File: config.mk
export PLATFORM = sky130hd
export DESIGN_NAME = scfm_serial_channel
export DESIGN_NICKNAME = d
export VERILOG_FILES = /design/src/include/scfm_pkg.sv /design/src/design/scfm_serial_channel.sv
export SDC_FILE = /design/constraint.sdc
export NUM_CORES = 1
export LEC_CHECK = 0
export BUFFER_PORTS_ARGS = -buffer_cell sky130_fd_sc_hd__buf_2
export CORE_ASPECT_RATIO = 1.4
export CORE_MARGIN = 4
export CORE_UTILIZATION = 50
export CTS_CLUSTER_DIAMETER = 200
export DETAILED_ROUTE_END_ITERATION = 12
export PLACE_DENSITY = 0.78
export SYNTH_ARGS = -nofsm -noshare
export SYNTH_HDL_FRONTEND = slang
export SYNTH_SLANG_ARGS = --single-unit
File: constraint.sdc
create_clock -name clk_sys -period 2.4 [get_ports clk_sys]
set_input_delay 0.24 -clock clk_sys [delete_from_list [all_inputs] [get_ports clk_sys]]
set_output_delay 0.24 -clock clk_sys [all_outputs]
set_load 0.01 [all_outputs]
File: src/include/scfm_pkg.sv
package scfm_pkg;

  // Register indices on the plain register port
  localparam logic [2:0] SCFM_ADDR_MODE0 = 3'h0;
  localparam logic [2:0] SCFM_ADDR_CTRL = 3'h1;
  localparam logic [2:0] SCFM_ADDR_BUF = 3'h2;
  localparam logic [2:0] SCFM_ADDR_MODE1 = 3'h3;
  localparam logic [2:0] SCFM_ADDR_STAT = 3'h4;
  localparam logic [2:0] SCFM_ADDR_MASK = 3'h5;

  // First mode register fields
  localparam int SCFM_M0_TB8 = 7;
  localparam int SCFM_M0_RXE = 5;
  localparam int SCFM_M0_SM_HI = 3;
  localparam int SCFM_M0_SM_LO = 2;
  // Second mode register field
  localparam int SCFM_M1_FDPX = 6;
  // Control register fields
  localparam int SCFM_CR_RB8 = 7;
  localparam int SCFM_CR_EVEN = 6;
  localparam int SCFM_CR_PE = 5;
  localparam int SCFM_CR_ERR_HI = 4;
  localparam int SCFM_CR_ERR_LO = 2;
  // Error field bit order within the three flags
  localparam int SCFM_ERR_OVR = 2;
  localparam int SCFM_ERR_PAR = 1;
  localparam int SCFM_ERR_FRM = 0;
  // Interrupt status and mask bits
  localparam int SCFM_IRQ_TX = 0;
  localparam int SCFM_IRQ_RX = 1;

  localparam logic [7:0] SCFM_MODE0_RST = 8'h00;
  localparam logic [7:0] SCFM_BYTE_RST = 8'h00;

  typedef enum logic [1:0] {
    SCFM_SM_IO = 2'b00,
    SCFM_SM_UART7 = 2'b01,
    SCFM_SM_UART8 = 2'b10,
    SCFM_SM_UART9 = 2'b11
  } scfm_frame_mode_type;

  typedef enum logic [1:0] {
    SCFM_TX_IDLE = 2'b00,
    SCFM_TX_IO = 2'b01,
    SCFM_TX_UART = 2'b10
  } scfm_tx_state_type;

  typedef enum logic [1:0] {
    SCFM_RX_IDLE = 2'b00,
    SCFM_RX_START = 2'b01,
    SCFM_RX_BITS = 2'b10,
    SCFM_RX_STOP = 2'b11
  } scfm_rx_state_type;

  // Timing: the divider is not modelled, bit times are fixed
  localparam int SCFM_CLK_PERIOD_NS = 4;
  localparam int SCFM_BIT_TIME_NS = 1000;
  localparam int SCFM_SCLK_HALF_NS = 500;
  localparam int SCFM_BIT_CYC = SCFM_BIT_TIME_NS / SCFM_CLK_PERIOD_NS;
  localparam int SCFM_SCLK_HALF_CYC = SCFM_SCLK_HALF_NS / SCFM_CLK_PERIOD_NS;
  localparam int SCFM_IO_BITS = 8;

  typedef struct packed {
    logic [2:0] addr;
    logic [7:0] wdata;
    logic wr;
    logic rd;
  } scfm_bus_req_type;

endpackage : scfm_pkg

File: src/design/scfm_serial_channel.sv
`timescale 1ns/1ps
module scfm_serial_channel
  import scfm_pkg::*;
#(
  parameter int BIT_CYC = SCFM_BIT_CYC,
  parameter int SCLK_HALF_CYC = SCFM_SCLK_HALF_CYC
) (
  input wire logic clk_sys,
  input wire logic nrst,
  input wire scfm_bus_req_type bus_req,
  output logic [7:0] bus_rdata,
  output logic irq,
  output logic serial_out_pin,
  input wire logic serial_in_pin,
  input wire logic shift_clock_pin_i,
  output logic shift_clock_pin_o,
  output logic shift_clock_pin_oe
);

  typedef struct packed {
    logic [7:0] mode0;
    logic fdpx;
    logic rb8;
    logic even;
    logic pe;
    logic [2:0] err;
    logic [1:0] clksel;
    logic [1:0] stat;
    logic [1:0] mask;
    logic irq;
    logic [7:0] rdata;
    logic [7:0] rx_buf;
    logic rx_full;
    logic [7:0] tx_buf;
    logic tx_pend;
    scfm_tx_state_type tx_st;
    logic txd;
    logic sclk_o;
    logic sclk_oe;
    logic [10:0] tx_sh;
    logic [3:0] tx_cnt;
    logic [15:0] tx_div;
    logic io_tx;
    logic io_rx;
    logic [7:0] io_in;
    logic [3:0] io_cnt;
    logic rxd_s1;
    logic rxd_s2;
    logic rxd_s3;
    logic sclk_s1;
    logic sclk_s2;
    logic sclk_s3;
    scfm_rx_state_type rx_st;
    logic [15:0] rx_div;
    logic [3:0] rx_idx;
    logic [8:0] rx_sh;
  } scfm_state_type;

  localparam logic [15:0] BIT_LAST = 16'(BIT_CYC - 1);
  localparam logic [15:0] BIT_MID = 16'(BIT_CYC / 2 - 1);
  localparam logic [15:0] HALF_LAST = 16'(SCLK_HALF_CYC - 1);

  scfm_state_type s_q, s_d;

  // UART frame, LSB first: start, data, optional ninth or parity, stop
  function automatic logic [10:0] build_frame(input logic [7:0] d, input logic [1:0] sm,
                                              input logic pe, input logic even,
                                              input logic tb8);
    logic [10:0] f;
    logic [7:0] dd;
    logic par;
    f = 11'h7ff;
    dd = (sm == SCFM_SM_UART7) ? {1'b0, d[6:0]} : d;
    par = even ? ^dd : ~^dd;
    f[0] = 1'b0;
    if (sm == SCFM_SM_UART7) begin
      f[7:1] = dd[6:0];
      f[8] = pe ? par : 1'b1;
    end else begin
      f[8:1] = dd;
      if (sm == SCFM_SM_UART9) begin
        f[9] = tb8;
      end else begin
        f[9] = pe ? par : 1'b1;
      end
    end
    return f;
  endfunction : build_frame

  always_comb begin
    scfm_frame_mode_type sm;
    logic [3:0] nd;
    logic extra;
    logic is_io;
    logic fall_ev;
    logic rise_ev;
    logic [7:0] rdat;
    logic par_exp;
    logic [1:0] stat_set;
    logic [2:0] err_set;
    s_d = s_q;
    sm = scfm_frame_mode_type'(s_q.mode0[SCFM_M0_SM_HI:SCFM_M0_SM_LO]);
    is_io = (sm == SCFM_SM_IO);
    nd = (sm == SCFM_SM_UART7) ? 4'h7 : 4'h8;
    extra = (sm == SCFM_SM_UART9) | s_q.pe;
    fall_ev = 1'b0;
    rise_ev = 1'b0;
    rdat = SCFM_BYTE_RST;
    par_exp = 1'b0;
    stat_set = 2'b00;
    err_set = 3'b000;

    // Synchronisers; stage one feeds only stage two
    s_d.rxd_s1 = serial_in_pin;
    s_d.rxd_s2 = s_q.rxd_s1;
    s_d.rxd_s3 = s_q.rxd_s2;
    s_d.sclk_s1 = shift_clock_pin_i;
    s_d.sclk_s2 = s_q.sclk_s1;
    s_d.sclk_s3 = s_q.sclk_s2;

    // Shift clock is driven only in I/O mode with clock select 00
    s_d.sclk_oe = is_io && (s_q.clksel == 2'b00);

    // Transmit and I/O engine
    case (s_q.tx_st)
      SCFM_TX_IDLE: begin
        s_d.sclk_o = 1'b1;
        // Line returns high only after the last rise, never on it
        s_d.txd = 1'b1;
        if (is_io && (s_q.tx_pend ||
            (s_q.mode0[SCFM_M0_RXE] && !s_q.rx_full && !s_q.fdpx))) begin
          s_d.tx_st = SCFM_TX_IO;
          s_d.io_tx = s_q.tx_pend;
          s_d.io_rx = s_q.tx_pend ? (s_q.fdpx && s_q.mode0[SCFM_M0_RXE]) : 1'b1;
          s_d.tx_pend = 1'b0;
          s_d.tx_sh = {3'h7, s_q.tx_buf};
          s_d.io_cnt = 4'h0;
          s_d.tx_div = HALF_LAST;
        end else if (!is_io && s_q.tx_pend) begin
          s_d.tx_st = SCFM_TX_UART;
          s_d.tx_pend = 1'b0;
          s_d.tx_sh = build_frame(s_q.tx_buf, sm, s_q.pe, s_q.even, s_q.mode0[SCFM_M0_TB8]);
          s_d.txd = 1'b0;
          s_d.tx_sh = {1'b1, s_d.tx_sh[10:1]};
          s_d.tx_cnt = 4'(nd + {3'h0, extra} + 4'h1);
          s_d.tx_div = BIT_LAST;
        end
      end
      SCFM_TX_IO: begin
        if (s_q.clksel == 2'b00) begin
          if (s_q.tx_div == 16'h0) begin
            s_d.tx_div = HALF_LAST;
            s_d.sclk_o = ~s_q.sclk_o;
            fall_ev = s_q.sclk_o;
            rise_ev = ~s_q.sclk_o;
          end else begin
            s_d.tx_div = s_q.tx_div - 16'h1;
          end
        end else begin
          // External shift clock, edges seen after synchronising
          fall_ev = s_q.sclk_s3 & ~s_q.sclk_s2;
          rise_ev = ~s_q.sclk_s3 & s_q.sclk_s2;
        end
        if (fall_ev) begin
          s_d.txd = s_q.io_tx ? s_q.tx_sh[0] : 1'b1;
          s_d.tx_sh = {1'b1, s_q.tx_sh[10:1]};
        end
        if (rise_ev) begin
          s_d.io_in = {s_q.rxd_s2, s_q.io_in[7:1]};
          s_d.io_cnt = s_q.io_cnt + 4'h1;
          if (s_q.io_cnt == 4'(SCFM_IO_BITS - 1)) begin
            s_d.tx_st = SCFM_TX_IDLE;
            stat_set[SCFM_IRQ_TX] = s_q.io_tx;
            if (s_q.io_rx) begin
              s_d.rx_buf = s_d.io_in;
              s_d.rx_full = 1'b1;
              stat_set[SCFM_IRQ_RX] = 1'b1;
              err_set[SCFM_ERR_OVR] = s_q.rx_full;
            end
          end
        end
      end
      SCFM_TX_UART: begin
        if (s_q.tx_div != 16'h0) begin
          s_d.tx_div = s_q.tx_div - 16'h1;
        end else if (s_q.tx_cnt == 4'h0) begin
          s_d.tx_st = SCFM_TX_IDLE;
          stat_set[SCFM_IRQ_TX] = 1'b1;
        end else begin
          s_d.txd = s_q.tx_sh[0];
          s_d.tx_sh = {1'b1, s_q.tx_sh[10:1]};
          s_d.tx_cnt = s_q.tx_cnt - 4'h1;
          s_d.tx_div = BIT_LAST;
        end
      end
      default: begin
        s_d.tx_st = SCFM_TX_IDLE;
      end
    endcase

    // UART receiver, sampled at bit centres
    case (s_q.rx_st)
      SCFM_RX_IDLE: begin
        if (!is_io && s_q.mode0[SCFM_M0_RXE] && s_q.rxd_s3 && !s_q.rxd_s2) begin
          s_d.rx_st = SCFM_RX_START;
          s_d.rx_div = BIT_MID;
        end
      end
      SCFM_RX_START: begin
        if (s_q.rx_div != 16'h0) begin
          s_d.rx_div = s_q.rx_div - 16'h1;
        end else if (s_q.rxd_s2) begin
          s_d.rx_st = SCFM_RX_IDLE;
        end else begin
          s_d.rx_st = SCFM_RX_BITS;
          s_d.rx_idx = 4'h0;
          s_d.rx_sh = 9'h000;
          s_d.rx_div = BIT_LAST;
        end
      end
      SCFM_RX_BITS: begin
        if (s_q.rx_div != 16'h0) begin
          s_d.rx_div = s_q.rx_div - 16'h1;
        end else begin
          s_d.rx_sh[s_q.rx_idx] = s_q.rxd_s2;
          s_d.rx_idx = s_q.rx_idx + 4'h1;
          s_d.rx_div = BIT_LAST;
          if (s_q.rx_idx == 4'(nd + {3'h0, extra} - 4'h1)) begin
            s_d.rx_st = SCFM_RX_STOP;
          end
        end
      end
      SCFM_RX_STOP: begin
        if (s_q.rx_div != 16'h0) begin
          s_d.rx_div = s_q.rx_div - 16'h1;
        end else begin
          s_d.rx_st = SCFM_RX_IDLE;
          rdat = (sm == SCFM_SM_UART7) ? {1'b0, s_q.rx_sh[6:0]} : s_q.rx_sh[7:0];
          par_exp = s_q.even ? ^rdat : ~^rdat;
          if (sm == SCFM_SM_UART9) begin
            s_d.rb8 = s_q.rx_sh[8];
          end else if (s_q.pe) begin
            err_set[SCFM_ERR_PAR] = (s_q.rx_sh[nd] != par_exp);
          end
          err_set[SCFM_ERR_FRM] = ~s_q.rxd_s2;
          err_set[SCFM_ERR_OVR] = s_q.rx_full;
          s_d.rx_buf = rdat;
          s_d.rx_full = 1'b1;
          stat_set[SCFM_IRQ_RX] = 1'b1;
        end
      end
      default: begin
        s_d.rx_st = SCFM_RX_IDLE;
      end
    endcase

    // Register port; read data appears one cycle after the strobe
    if (bus_req.wr) begin
      case (bus_req.addr)
        SCFM_ADDR_MODE0: s_d.mode0 = bus_req.wdata;
        SCFM_ADDR_CTRL: begin
          s_d.even = bus_req.wdata[SCFM_CR_EVEN];
          s_d.pe = bus_req.wdata[SCFM_CR_PE];
          s_d.clksel = bus_req.wdata[1:0];
        end
        SCFM_ADDR_BUF: begin
          s_d.tx_buf = bus_req.wdata;
          s_d.tx_pend = 1'b1;
        end
        SCFM_ADDR_MODE1: s_d.fdpx = bus_req.wdata[SCFM_M1_FDPX];
        SCFM_ADDR_MASK: s_d.mask = bus_req.wdata[1:0];
        default: begin
        end
      endcase
    end
    s_d.rdata = SCFM_BYTE_RST;
    if (bus_req.rd) begin
      case (bus_req.addr)
        SCFM_ADDR_MODE0: s_d.rdata = s_q.mode0;
        SCFM_ADDR_CTRL: begin
          s_d.rdata = {s_q.rb8, s_q.even, s_q.pe, s_q.err, s_q.clksel};
          s_d.err = 3'b000;
        end
        SCFM_ADDR_BUF: begin
          s_d.rdata = s_q.rx_buf;
          s_d.rx_full = 1'b0;
        end
        SCFM_ADDR_MODE1: s_d.rdata = {1'b0, s_q.fdpx, 6'h00};
        SCFM_ADDR_STAT: begin
          s_d.rdata = {6'h00, s_q.stat};
          s_d.stat = 2'b00;
        end
        SCFM_ADDR_MASK: s_d.rdata = {6'h00, s_q.mask};
        default: s_d.rdata = SCFM_BYTE_RST;
      endcase
    end
    // Hardware set beats the read clear in the same cycle
    s_d.stat = s_d.stat | stat_set;
    s_d.err = s_d.err | err_set;
    if (stat_set[SCFM_IRQ_RX]) begin
      s_d.rx_full = 1'b1;
    end
    s_d.irq = |(s_d.stat & s_d.mask);
  end

  always_ff @(posedge clk_sys) begin
    if (!nrst) begin
      s_q <= '0;
      s_q.mode0 <= SCFM_MODE0_RST;
      s_q.tx_st <= SCFM_TX_IDLE;
      s_q.rx_st <= SCFM_RX_IDLE;
      s_q.txd <= 1'b1;
      s_q.sclk_o <= 1'b1;
      s_q.sclk_oe <= 1'b1;
      s_q.rxd_s1 <= 1'b1;
      s_q.rxd_s2 <= 1'b1;
      s_q.rxd_s3 <= 1'b1;
      s_q.sclk_s1 <= 1'b1;
      s_q.sclk_s2 <= 1'b1;
      s_q.sclk_s3 <= 1'b1;
      s_q.tx_sh <= 11'h7ff;
    end else begin
      s_q <= s_d;
    end
  end

  assign bus_rdata = s_q.rdata;
  assign irq = s_q.irq;
  assign serial_out_pin = s_q.txd;
  assign shift_clock_pin_o = s_q.sclk_o;
  assign shift_clock_pin_oe = s_q.sclk_oe;

endmodule : scfm_serial_channel

Word level (Yosys, flattened, before mapping):

Index checks and enable logic that the tools add are counted.

* bits in registers: 135
* bits in latches: 0
* RAM bits: 0
* memory bits (read-only): 0
* output and inout bits: 12
* memories: 0

* $add $sub $neg: 8
* multiply operators: 0
* div/mod/pow operators: 0
* $lt $le $gt $ge: 3
* equal/unequal tests: 36
* shift operators: 0
* mux-type cells: 102
* bitwise logic cells: 11
* reductions and logical operators: 51

Operator list (count)
* two-way mux 16 bit: 7
* case mux 18 bit (4 select lines): 1
* two-way mux 31 bit: 2
* two-way mux 9 bit: 6
* case mux 16 bit (3 select lines): 1
* case mux 8 bit (6 select lines): 1
* two-way mux 1 bit: 38
* != test 2 bit, second input constant: 18
* case mux 11 bit (3 select lines): 1
* nonzero test 16 bit: 2
* subtractor 16 x 1 -> 16 bit, second input constant: 2
* two-way mux 29 bit: 1
* two-way mux 2 bit: 14
* two-way mux 13 bit: 2
* case mux 13 bit (2 select lines): 1
* two-way mux 8 bit: 3
* two-way mux 11 bit: 2
* two-way mux 4 bit: 5
* AND reduction 5 bit: 4
* two-way mux 18 bit: 1
* two-way mux 3 bit: 6
* logical NOT 16 bit: 1
* case mux 4 bit (2 select lines): 2
* XNOR reduction 8 bit: 2
* 40 further kinds: 88

Logic depth before layout (Yosys ltp):

Gate-level depths: netlist of the first run.

* word-level depth: 11
* depth in mapped cells: 10

Least setup slack after synthesis of the first run:

OpenSTA, ideal clock, no wires.

* path kind: register to register
* from: register s_q[85] (netlist name)
* to: register s_q[59] (netlist name)
* library setup time: 133 ps
* arrival time: 2196 ps
* slack: 72 ps
* stages on the path, launching flop included: 10
* path buffers: 2
* cells stage by stage: dfxtp_1 inv_1 ha_1 clkdlybuf4s50_2 inv_1 a22oi_1 o211ai_1 buf_2 o21ai_1 nor2_1

* cells in the longest elaborated chain, start to end: 3

RTL lines
* from (decl): line scfm_serial_channel.sv:63 `scfm_state_type s_q, s_d;`
* == test 2 bit, or another cell as far along: line scfm_serial_channel.sv:125 `case (s_q.tx_st)`
* != test 3 bit (no line), or another cell as far along
* AND reduction 4 bit (no line)

Parallel ways exist; a longest one is shown, timed or not.
A chain may end at the register's enable or synchronous reset.

Worst setup path in the final report of the first run:

* from: register s_q[130] (netlist name)
* to: register s_q[78] (netlist name)

* cells in the longest elaborated chain, start to end: 9

RTL lines
* == test 2 x 1 -> 1 bit: line scfm_serial_channel.sv:73, scfm_serial_channel.sv:76
* two-way mux 8 bit: line scfm_serial_channel.sv:73 `dd = (sm == SCFM_SM_UART7) ? {1'b0, d[6:0]} : d;`
* XNOR reduction 8 bit or parity 8 bit (tied branches): line scfm_serial_channel.sv:74 `par = even ? ^dd : ~^dd;`
* two-way mux 1 bit: line scfm_serial_channel.sv:74
* two-way mux 1 bit: line scfm_serial_channel.sv:78 `f[8] = pe ? par : 1'b1;`
* two-way mux 8 bit: line scfm_serial_channel.sv:76 `if (sm == SCFM_SM_UART7) begin`
* two-way mux 31 bit: line scfm_serial_channel.sv:139 `end else if (!is_io && s_q.tx_pend) begin`
* two-way mux 11 bit: line scfm_serial_channel.sv:130 `if (is_io && (s_q.tx_pend ||`
* case mux 11 bit (3 select lines): line scfm_serial_channel.sv:125

Parallel ways exist; a longest one is shown, timed or not. The select of a mux whose other input is x is not followed.

==> impl_summary.md, run 1 <==
Die
The number of ports placed on the die boundary is 29. The floorplan step set the die height to 144 µm. Once the floorplan was initialized, standard cells occupied 51.0% of the core. The width of the die is 105 µm. In this run the core area contains between 40 and 50 standard-cell rows. The die area is 15100 µm².

The region available for standard cell placement spans 12900 µm².

Clock network
Clock latency on the worst-skew pair, taken at its later pin, is 0.41 ns. The H-tree depth is 4. TritonCTS built the clock tree. Clock tree synthesis inserted a total of 17 buffers. The root cell of the clock tree is clkbuf_16. The clock-pin slew reported for the worst setup and hold paths after clock tree synthesis is 0.06 ns. In this run the deepest clock path goes through 2 buffers.

The number of clock sinks is 132.

Worst setup path
Counting both buffers and inverters, the worst setup path holds a total of 0. Traced cell by cell, the critical path runs through nand2b_1 -> nand2_1 -> xnor3_1 -> or3b_2 -> a221oi_1 -> o21ai_0. In this run the worst path has a maximum fanout of 6. The critical path is of the reg -> reg type. The category of the worst setup path capture point is a flop. Data arrives at the worst endpoint at about 2.5 ns.

Among cell families on the critical path, the largest total delay comes from simple AND/OR/NAND/NOR gates. At the worst endpoint, the required time is 2.67 ns. On the critical path, the stage with the largest delay is an instance of or3b_2. The startpoint type of the worst setup path is a flop. The largest single stage delay on the critical path is 0.46 ns. The startpoint of the worst setup timing path is s_q[130]$_SDFFE_PN0P_. The startpoint identified for the worst register-to-register timing path is s_q[130]$_SDFFE_PN0P_.

Timing
For the pin with the worst max-slew slack, the measured transition is 0.585 ns. The sum of negative setup slack is 0 ns. The worst clock skew on the final layout is 0.00907 ns. The number of hold-slack violations in the final timing report is 0.

Subtracting the final worst setup slack from the clock period gives 2.24 ns. Setup violations remaining at the end of the flow were counted as 0. Of the available clock period, the critical path in the final layout requires 93.4%. The headroom to the max-slew limit is 59.9%.

The number of slew-limit violations in the final report is 0. Setup repair after global routing left no endpoint under its margin. The fmax is 0.446 GHz.

Synthesis
For this run, the leading register cell type out of synthesis is dfxtp_1. The cell area that synthesis handed to floorplanning was 6570 µm². The instance count of the mapped netlist is 770. The number of nets handed over by synthesis was 802. The number of synthesized register bits is around 130. During synthesis, Yosys emitted a total of 0 warnings. The fraction of synthesis flops using an asynchronous set or reset pin is 0%. In this run the mean area of a mapped cell was about 8.5 µm².

The share of synthesized area occupied by flip-flops and latches is 40.2%. The number of enable flip-flop cells after synthesis is 0. The number of different library cells used by synthesis comes to 67.

Routing
For this block, the routed nets add up to 15.8 mm of wire. The number of vias per cell is about 5.8. The via count is 5631.

The violation count after the first detailed-routing iteration is 309. The DRC violation count after routing is 0. The pre-antenna-repair detailed-routing pass consisted of 5 iterations. The residual antenna-violating net count after detailed routing is 0. Dividing the detail-routed wire length by the instance count gives 16.2 µm.

Global routing
The number of antenna violations at the first check in global routing is 0. The number of global-route vias before repair is ~5500. The overall global routing resource usage is 21.7%. The maximum number of pins on one net before global-route repair is 38.

The first global-routing pass estimated 26.3 mm of wire. The global route total overflow is 0.

Pwr
Summed over all cells, the static leakage comes to 3.04 nW. The worst-case IR drop observed on VDD is 331 µV. The power density normalized to cell area is 696 nW/µm².

Min path
The worst hold path belongs to the class in -> reg. In this run the most critical hold path is launched from serial_in_pin.

Layout
Cells fill 58.3% of the core in the end. The number of antenna diodes in the final layout is 0. The area growth from synthesis to layout is 14.3%. The total of fill cells in the finished design is 1128.

Of the cells placed in the final design, the portion with a size suffix greater than 1 is 13.4%. The final net count is between 800 and 900.

Placed design
The count of buffers from port buffering is 28. The final weighted congestion in routability-driven placement is 0.868. The HPWL reported at the end of detailed placement is 11.2 mm.

Flow run
The count of maximum capacitance violations is 0.

Status
The flow ran to the end, and the final reports show no timing, DRC or antenna violations.
metal layers:
layer | wire length (µm) | GRT usage, % | vias to the layer above
met4 | 471 | 10.0 | 0
met1 | 6570 | 25.2 | 2653
met5 | 0 | 0 | -
li1 | - | - | 2788
met2 | 8180 | 38.7 | 148
met3 | 597 | 4.09 | 42
Yosys cell counts (7+ instances only):
master    count  area share [%]
nand3b_1      7            0.80
nand3_1      20             1.5
nand4b_1      7            0.93
mux2i_1      50             7.6
nand2_1      82             4.7
ha_1         15             2.9
inv_1        24             1.4
nor2b_1      10            0.95
a211oi_1     13             1.5
nor3_1       19             1.4
dfxtp_1     132              40
nand2b_1     13             1.2
o211ai_1     15             1.7
nor4_1        8            0.76
clkbuf_1     29             1.7
and3_1        7            0.67
o21ai_0      29             2.2
a21oi_1      56             4.3
nor2_1       99             5.7
buf_4         8            0.91
xnor2_1      20             2.7
xor2_1       19             2.5
what timing repair did:
action,CTS,global route
endpoints found under the setup margin,0,2
gates resized for setup,0,1
hold endpoints to repair,1,0
hold buffers,1,0
setup buffers,0,0
cells in the final DEF (no fill, tap or decap), drive strengths merged, types with 18 or more instances in the layout:
cell type,count
nor2,100
o21ai,31
xor2,19
a21oi,56
mux2i,50
nand2,82
nor3,19
xnor2,20
buf,64
inv,29
nand3,20
clkbuf,18
dfxtp,132
metrics by stage:
stage	setup WS [ns]	power, mW	std cells	hold WS [ns]	instance area, µm²
detailed placement	0.202	2.91	942	0.398	6960
CTS	0.158	5.25	974	0.0172	7510
global placement	0.220	2.90	942	0.388	6960
floorplan	0.0719	2.72	770	0.341	6570
global route	0.00923	5.42	974	0.0197	7510
finish	0.159	5.23	974	0.0354	7510
final cells by class:
cell class	instances	area [µm²]	share of cell area, %
clock buffers	18	439	5.85
repair buffers	65	433	5.76
multi-input cells	569	3620	48.1
flip-flops and latches	132	2640	35.2
well taps	153	191	2.55
clock inverters	13	98.8	1.32
inverters	24	90.1	1.20
flip-flops by register name (all words and copies together), names as in the netlist, named ones only:
register	cells
shift_clock_pin_o	1
s_q	115
bus_rdata	8
irq	1
s_d	4
serial_out_pin	1
shift_clock_pin_oe	1
path summary, 6_finish.rpt:
path                            cells past startpoint                    to  slack (ns)
worst max-delay path                                6  s_q[78]$_SDFFE_PN1P_        0.16
worst min-delay path                                2    s_d[35]$_SDFF_PN1_        0.04
worst max register to register                      6  s_q[78]$_SDFFE_PN1P_        0.16
worst min register to register                      1    s_d[34]$_SDFF_PN1_        0.41
cell families (layout without fill, tap and decap cells):
logic type	Yosys count	count (layout)	synth area share, %
and+or+nand+nor	303	303	22.7
AOI/OAI and AO/OA	158	158	15.4
DFF	132	132	40.2
buffers and inverters	69	120	4.80
muxes	52	52	8.13
xor gates and xnor gates	41	41	5.89
adders and majority gates	15	15	2.86
where the power goes:
group	leakage, nW	internal, mW	total (mW)	switching (mW)
Combinational	1.71	0.237	0.579	0.342
Clock	0.260	1.35	2.35	1.00
Sequential	1.07	2.25	2.30	0.0533
Total	3.04	3.84	5.23	1.40
Note: power is estimated with default switching activity, not from simulation.
==> run 2: changes to the inputs <==
--- a/config.mk
+++ b/config.mk
@@ -6,12 +6,14 @@
 export NUM_CORES = 1
 export LEC_CHECK = 0
 export BUFFER_PORTS_ARGS = -buffer_cell sky130_fd_sc_hd__buf_2
+export CELL_PAD_IN_SITES_DETAIL_PLACEMENT = 0
+export CELL_PAD_IN_SITES_GLOBAL_PLACEMENT = 2
 export CORE_ASPECT_RATIO = 1.4
-export CORE_MARGIN = 4
-export CORE_UTILIZATION = 50
+export CORE_MARGIN = 2
+export CORE_UTILIZATION = 34
 export CTS_CLUSTER_DIAMETER = 200
 export DETAILED_ROUTE_END_ITERATION = 12
-export PLACE_DENSITY = 0.78
+export PLACE_DENSITY = 0.84
 export SYNTH_ARGS = -nofsm -noshare
 export SYNTH_HDL_FRONTEND = slang
 export SYNTH_SLANG_ARGS = --single-unit
==> run 2 against run 1 <==
Effect of this change:
- clock skew fell by 0.0011 ns
- fmax fell by 0.96%
- count of clock-buffer cells in the layout did not move
- via count fell by 2.1%
- critical path depth rose by 1
- largest cell class unchanged
- highest routed layer unchanged
==> impl_summary.md, run 2 (synthesized netlist as in run 1, its figures left out) <==
Clock network
The number of buffers on the longest clock path is 2 (unchanged). TritonCTS built the clock tree. The clock-pin slew reported for the worst setup and hold paths after clock tree synthesis is 0.06 ns (about the same). The number of buffers inserted during clock tree synthesis is 17 (unchanged). The H-tree depth came to 4 (unchanged). The post-CTS setup buffer count is 0 (unchanged). The number of clock sinks was 132 (unchanged). The root cell of the clock tree is clkbuf_16.

The insertion delay of the later-clocked pin in the worst-skew pair is 0.42 ns (about the same).

Worst setup path
By startpoint and endpoint, the worst setup path is classified as reg -> reg. The data required time of the critical path came to 2.73 ns (+0.06 ns). The slack of the worst reg-to-reg path was 0.14 ns (-0.02 ns). The cell depth of the worst flop-to-flop path is 7 (+1). The reg-to-reg endpoint is s_q[100]$_SDFF_PN0_.

The arrival time reported for the critical path endpoint is 2.60 ns (+0.09 ns). Walking the worst path, the cells encountered are nor4_4 -> nand4b_1 -> o41a_1 -> nand4b_1 -> buf_4 -> mux2i_1 -> a211oi_1. The reg-to-reg critical path startpoint is s_q[58]$_SDFFE_PN0P_. The maximum fanout along the worst path is 10 (+4). The cell type of the slowest stage on the worst timing path is o41a_1.

The family with the most delay on the worst path is simple AND/OR/NAND/NOR gates. The longest individual stage delay on the worst path is 0.43 ns (-0.03 ns). The buffers plus inverters on the worst setup path was 1 (+1).

Counting stages on the worst path, the most repeated cell is nand4b_1. The startpoint type of the worst setup path is a flop. The worst setup path is captured at a flop.

Routing
The count of TritonRoute iterations in the first routing pass came to 4 (-1). The residual antenna-violating net count after detailed routing is 0 (unchanged). The number of vias per cell is 5.10 (-12%). The post-detailed-route wirelength per cell is 15.8 µm (-2.9%). The DRC violation count after routing is 0 (unchanged). The violation count after the first detailed-routing iteration is 287 (-7.1%).

The overall routed net length is 17.0 mm (+7.7%). The via count is 5513 (-2.1%).

Timing
The worst clock skew on the final layout is 0.00796 ns (-0.00110 ns). The final critical-path required period is 2.26 ns (+0.0218 ns). The final number of setup-violating endpoints is 0 (unchanged). The tightest hold margin came to 0.0158 ns (-0.0196 ns). The number of hold-slack violations in the final timing report came to 0 (unchanged). The number of slew-limit violations in the final report is 0 (unchanged). The headroom to the max-slew limit is 54.9% (-5.0 points). The share of the clock period used by the worst path after layout is 94.3% (+0.91 points). Setup repair after global routing could not meet its margin everywhere. The final worst slack is 0.137 ns (-0.0218 ns). The slew at the pin closest to its max-slew limit is 0.669 ns (+0.0843 ns). The fmax was 0.442 GHz (-0.96%).

Global routing
The met3 usage is 3.64% (-0.45 points). The maximum number of pins on one net before global-route repair is 38 (unchanged). The met2 layer usage reported by global route was 33.0% (-5.7 points). The first-pass GRT wire length came to 28.0 mm (+6.1%). The number of antenna violations at the first check in global routing is 2 (+2).

The busiest layer in global routing is met2. The global route total overflow was 0 (unchanged). The overall global routing resource usage is 17.4% (-4.3 points). The met1 usage came to 18.9% (-6.3 points).

The number of global-route vias before repair is 5544 (+1.3%).

Die
The y dimension of the die is 168 µm (+17%). The number of ports placed on the die boundary is 29 (unchanged). The width of the die is 121 µm (+16%).

The starting utilization of the core area is 34.4% (-17 points). The number of rows created at floorplan came to 60 (+22%). The placeable core region is 19100 µm² (+48%). The die area is 20500 µm² (+36%).

Pwr
The total internal power came to 4.45 mW (+16%). The share of total power consumed by net switching is 23.7% (-3.0 points). The switching power is 1.38 mW (-0.92%). The clock network power share was 50.7% (+5.7 points). The fraction of power consumed by sequential logic is 39.5% (-4.5 points). The leakage power total was 3.15 nW (+3.7%). The relative contribution of combinational cells to total power came to 9.8% (-1.3 points). The peak ir drop on the vdd network is 471 µV (+42%). The power density normalized to cell area is 742 nW/µm² (+6.5%).

Min path
The number of stages on the worst hold path came to 2 (unchanged). The worst hold path startpoint is shift_clock_pin_i. The sink of the worst hold path is s_d[32]$_SDFF_PN1_. The tightest min-delay check is of the in -> reg type.

Placed design
The HPWL reported at the end of detailed placement is 12.6 mm (+13%). The final weighted congestion in routability-driven placement was 0.795 (-8.4%). The count of buffers from port buffering is 28 (unchanged). The worst-case setup slack after placement is 0.137 ns (-0.0648 ns).

Layout
The library cell used most frequently in the layout, excluding fill and tap cells, is dfxtp_1. More flip-flops sit in one register than any other, and that register is s_q. The total of fill cells in the finished design is 1956 (+73%). The fraction of layout instances using a drive strength above 1 is 14.6% (+1.2 points). In the layout the commonest cells are 132 x dfxtp_1, 99 x nor2_1, 82 x nand2_1, 56 x a21oi_1, 50 x mux2i_1. The final net count is 851 (+1.2%). The flip-flop count of the largest register, all copies and words added is 115 (unchanged). The area growth from synthesis to layout is 19.7%.

Flow run
The count of maximum capacitance violations was 0 (unchanged).

Status
The run finished with clean final reports.
[run 2: power by group through the flow]
stage | logic (mW) | registers, mW | clock network (mW)
6_report | 0.571 | 2.30 | 2.96
3_3_place_gp | 0.570 | 2.35 | 0
5_1_grt | 0.633 | 2.31 | 3.11
4_1_cts | 0.572 | 2.30 | 3.00
2_1_floorplan | 0.387 | 2.34 | 0
3_5_place_dp | 0.567 | 2.35 | 0
[run 2: layout make-up]
cell class / instances / area [µm²] / area share [%]
antenna: 2 / 5.00 / 0.0637
timing repair buffer: 75 / 520 / 6.62
inverter: 24 / 90.1 / 1.15
clock inverter: 13 / 230 / 2.93
clock buffer: 18 / 439 / 5.59
tap: 248 / 310 / 3.95
sequential: 132 / 2640 / 33.6
multi-input combinational: 569 / 3620 / 46.1
[run 2: how the worst max path moves through the flow]
stage,start,end,slack (ns),cells past startpoint
after floorplan,s_q[85]$_SDFFE_PN0P_,s_q[59]$_SDFFE_PN0P_,0.07,9
after global placement,s_q[61]$_SDFFE_PN0P_,s_q[40]$_SDFFE_PN0P_,0.20,6
after detailed placement,s_q[61]$_SDFFE_PN0P_,s_q[100]$_SDFF_PN0_,0.14,7
after CTS,s_q[61]$_SDFFE_PN0P_,s_q[100]$_SDFF_PN0_,0.13,7
after global routing,s_q[62]$_SDFFE_PN0P_,s_q[102]$_SDFF_PN0_,-0.008,7
final,s_q[58]$_SDFFE_PN0P_,s_q[100]$_SDFF_PN0_,0.14,7
[run 2: metal layers]
| layer | routed length (µm) | up-vias |
|---|---|---|
| li1 | - | 2809 |
| met1 | 7060 | 2611 |
| met5 | 0 | - |
| met2 | 9210 | 73 |
| met3 | 452 | 20 |
| met4 | 310 | 0 |
[run 2: timing repair]
| item | in CTS | in global routing |
|---|---|---|
| hold endpoints to repair | 1 | 0 |
| endpoints found under the setup margin | 0 | 11 |
| resized for setup | 0 | 3 |
| hold buffers | 1 | 0 |
[run 2: through the flow]
step	power (mW)	area, µm²	TNS [ns]	std cells	utilization (%)
6_report	5.83	7860	0	1081	41.2
5_1_grt	6.05	7860	-0.00808	1079	41.2
4_1_cts	5.87	7840	0	1079	41.1
3_5_place_dp	2.92	7160	0	1047	37.6
3_3_place_gp	2.92	7160	0	1047	37.6
2_1_floorplan	2.72	6570	0	770	-
==> run 3: changes to the inputs <==
--- a/config.mk
+++ b/config.mk
@@ -10,10 +10,10 @@
 export CELL_PAD_IN_SITES_GLOBAL_PLACEMENT = 2
 export CORE_ASPECT_RATIO = 1.4
 export CORE_MARGIN = 2
-export CORE_UTILIZATION = 34
+export CORE_UTILIZATION = 38
 export CTS_CLUSTER_DIAMETER = 200
 export DETAILED_ROUTE_END_ITERATION = 12
-export PLACE_DENSITY = 0.84
+export PLACE_DENSITY = 0.88
 export SYNTH_ARGS = -nofsm -noshare
 export SYNTH_HDL_FRONTEND = slang
 export SYNTH_SLANG_ARGS = --single-unit
==> constraint.sdc (replaced) <==
create_clock -name clk_sys -period 2.45 [get_ports clk_sys]
set_input_delay 0.245 -clock clk_sys [delete_from_list [all_inputs] [get_ports clk_sys]]
set_output_delay 0.245 -clock clk_sys [all_outputs]
set_load 0.01 [all_outputs]
==> run 3 against run 2 <==
Effect of this change:
- design area fell by 3.3%
- sequential share of layout area up 1.2 points
- critical endpoint is now s_q[5]$_SDFFE_PN0P_
- global-route usage rose by 1.9 points
- clock power decreased by 21%
- non-clock buffer count decreased by 6
- via count is 0.54% higher
==> impl_summary.md, run 3 (synthesized netlist as in run 1, its figures left out) <==
Pwr
The total power after layout is 5.17 mW (-11%). The leakage power total came to 3.07 nW (-2.7%). The switching power came to 1.31 mW (-5.4%).

The relative contribution of combinational cells to total power is 10.9% (+1.1 points). The share of total power consumed by net switching is 25.3% (+1.6 points). The power density normalized to cell area is 680 nW/µm² (-8.4%).

The peak ir drop on the vdd network is 504 µV (+7.0%). The clock network power share is 45.4% (-5.3 points). The fraction of power consumed by sequential logic was 43.7% (+4.2 points). The total internal power came to 3.86 mW (-13%).

Routing
The violation count after the first detailed-routing iteration is 241 (-16%). The via count is 5543 (+0.54%). The number of vias per cell is 5.40 (+5.8%).

The DRC violation count after routing is 0 (unchanged). The residual antenna-violating net count after detailed routing is 0 (unchanged). The post-detailed-route wirelength per cell is 16.6 µm (+5.6%). The count of TritonRoute iterations in the first routing pass is 4 (unchanged). The overall routed net length was 17.1 mm (+0.31%).

Timing
The tightest hold margin is 0.00830 ns (-0.00753 ns). The final worst slack came to 0.203 ns (+0.0663 ns). The fmax was 0.445 GHz (+0.72%). The slew at the pin closest to its max-slew limit is 0.683 ns (+0.0143 ns).

The final number of setup-violating endpoints is 0 (unchanged). The final critical-path required period is 2.25 ns (-0.0163 ns). Setup repair after global routing left no endpoint under its margin. The number of hold-slack violations in the final timing report was 0 (unchanged). The share of the clock period used by the worst path after layout is 91.7% (-2.6 points). The sum of negative setup slack is 0 ns (unchanged). The number of slew-limit violations in the final report is 0 (unchanged). The headroom to the max-slew limit is 54.4% (-0.55 points). The worst clock skew on the final layout is 0.0171 ns (+0.00913 ns).

Die
The number of ports placed on the die boundary came to 29 (unchanged). The placeable core region is 16800 µm² (-12%). The die area is 18400 µm² (-10%). The number of rows created at floorplan is 56 (-6.7%).

The width of the die came to 115 µm (-5.2%). The starting utilization of the core area is 39.1% (+4.6 points). The y dimension of the die was 160 µm (-5.3%).

Clock network
The post-cts hold buffer count is 0 (-1). The clock tree from TritonCTS is yes. The number of buffers on the longest clock path is 2 (unchanged).

The H-tree depth is 4 (unchanged). The tree is rooted in a clkbuf_16. The insertion delay of the later-clocked pin in the worst-skew pair is 0.43 ns (about the same). The number of clock sinks is 132 (unchanged). The clock-pin slew reported for the worst setup and hold paths after clock tree synthesis is 0.06 ns (about the same). The number of buffers inserted during clock tree synthesis is 17 (unchanged).

Worst setup path
The class of the most critical setup path is reg -> reg. The worst setup path is launched from a flop. The startpoint of the worst setup timing path is s_q[23]$_SDFFE_PN0P_. The reg-to-reg critical path startpoint is s_q[23]$_SDFFE_PN0P_. The maximum fanout along the worst path is 11 (+1).

The data required time of the critical path came to 2.76 ns (+0.03 ns). The worst setup path is captured at a flop. The slack of the worst reg-to-reg path came to 0.20 ns (+0.07 ns). The arrival time reported for the critical path endpoint is 2.56 ns (-0.04 ns).

Layout
The number of cells in the finished layout apart from fillers is 1027 (-5.0%). The area of all placed cells without fillers is 7600 µm² (-3.3%). The final net count was 845 (-0.71%). The register with the most flip-flops in the final layout is s_q.

The flip-flop count of the largest register, all copies and words added is 115 (unchanged). The core utilization of the finished layout was 45.2% (+4.0 points). The antenna diode count is 0 (-2). Leaving out fill and tap cells, the most frequent cell in the layout is dfxtp_1.

The layout overhead on the synthesized area is 15.7%. The fraction of layout instances using a drive strength above 1 is 13.6% (-0.97 points). In the layout the commonest cells are 132 x dfxtp_1, 99 x nor2_1, 82 x nand2_1, 56 x a21oi_1, 50 x mux2i_1.

Placed design
The HPWL reported at the end of detailed placement is 12.8 mm (+1.6%). The count of buffers from port buffering is 28 (unchanged). The total placed cells including tap cells is 995 (-5.0%). The final weighted congestion in routability-driven placement is 0.877 (+10%). The post-detailed-placement cell area is 7040 µm² (-1.7%). The worst-case setup slack after placement is 0.147 ns (+0.00993 ns).

Global routing
The first-pass GRT wire length is 28.0 mm (+0.30%). The number of antenna violations at the first check in global routing is 0 (-2). The number of global-route vias before repair is 5636 (+1.7%). The overall global routing resource usage is 19.3% (+1.9 points). The global route total overflow came to 0 (unchanged). The maximum number of pins on one net before global-route repair is 38 (unchanged).

Min path
The worst hold path startpoint is shift_clock_pin_i. The path type of the worst min-delay path is in -> reg.

Flow run
The count of maximum capacitance violations is 0 (unchanged).

Status
The flow ran to the end, and the final reports show no timing, DRC or antenna violations.
run 3: cell count changes in the layout (fill, tap and decap cells not counted), moves of 2 or more:
cell	change
bufinv_16	-5
buf_4	-4
clkinv_2	+4
clkinvlp_4	-2
diode_2	-2
run 3: what timing repair did:
action                                  CTS  global route
resized for setup                         0             1
buffers inserted                          0             2
endpoints found under the setup margin    0             9
run 3: power groups by stage:
| stage | clock network [mW] | logic (mW) | registers, mW |
|---|---|---|---|
| 2_1_floorplan | 0 | 0.379 | 2.29 |
| 3_3_place_gp | 0 | 0.535 | 2.30 |
| 3_5_place_dp | 0 | 0.545 | 2.30 |
| 4_1_cts | 2.40 | 0.549 | 2.26 |
| 5_1_grt | 2.48 | 0.625 | 2.26 |
| 6_report | 2.34 | 0.564 | 2.26 |
run 3: final timing paths:
path / depth (start not counted) / end
worst max register to register: 8 / s_q[5]$_SDFFE_PN0P_
worst min register to register: 1 / s_d[31]$_SDFF_PN1_
worst min-delay path: 2 / s_d[32]$_SDFF_PN1_
worst max-delay path: 8 / s_q[5]$_SDFFE_PN0P_
run 3: critical path: stages, from the launching register on:
cell     delay (ns)
dfxtp_1        0.36
nor4_1         0.34
buf_4          0.18
nor2b_1        0.23
nand3_1        0.21
or3_1          0.39
o21ai_0        0.17
buf_4          0.20
nor2_1         0.06
run 3: area by class of cell:
type | instances | area (µm²)
clock inverter | 10 | 85.1
multi-input combinational | 569 | 3610
clock buffer | 20 | 457
inverter | 24 | 90.1
fill | 1672 | 9220
sequential | 132 | 2640
timing repair buffer | 69 | 460
tap | 203 | 254
run 3: layer usage:
metal	routed length (µm)	vias to the layer above	global-route usage (%)
met2	9300	80	35.8
li1	-	2787	-
met3	433	30	3.77
met4	490	0	9.20
met1	6870	2646	20.4
met5	0	-	0
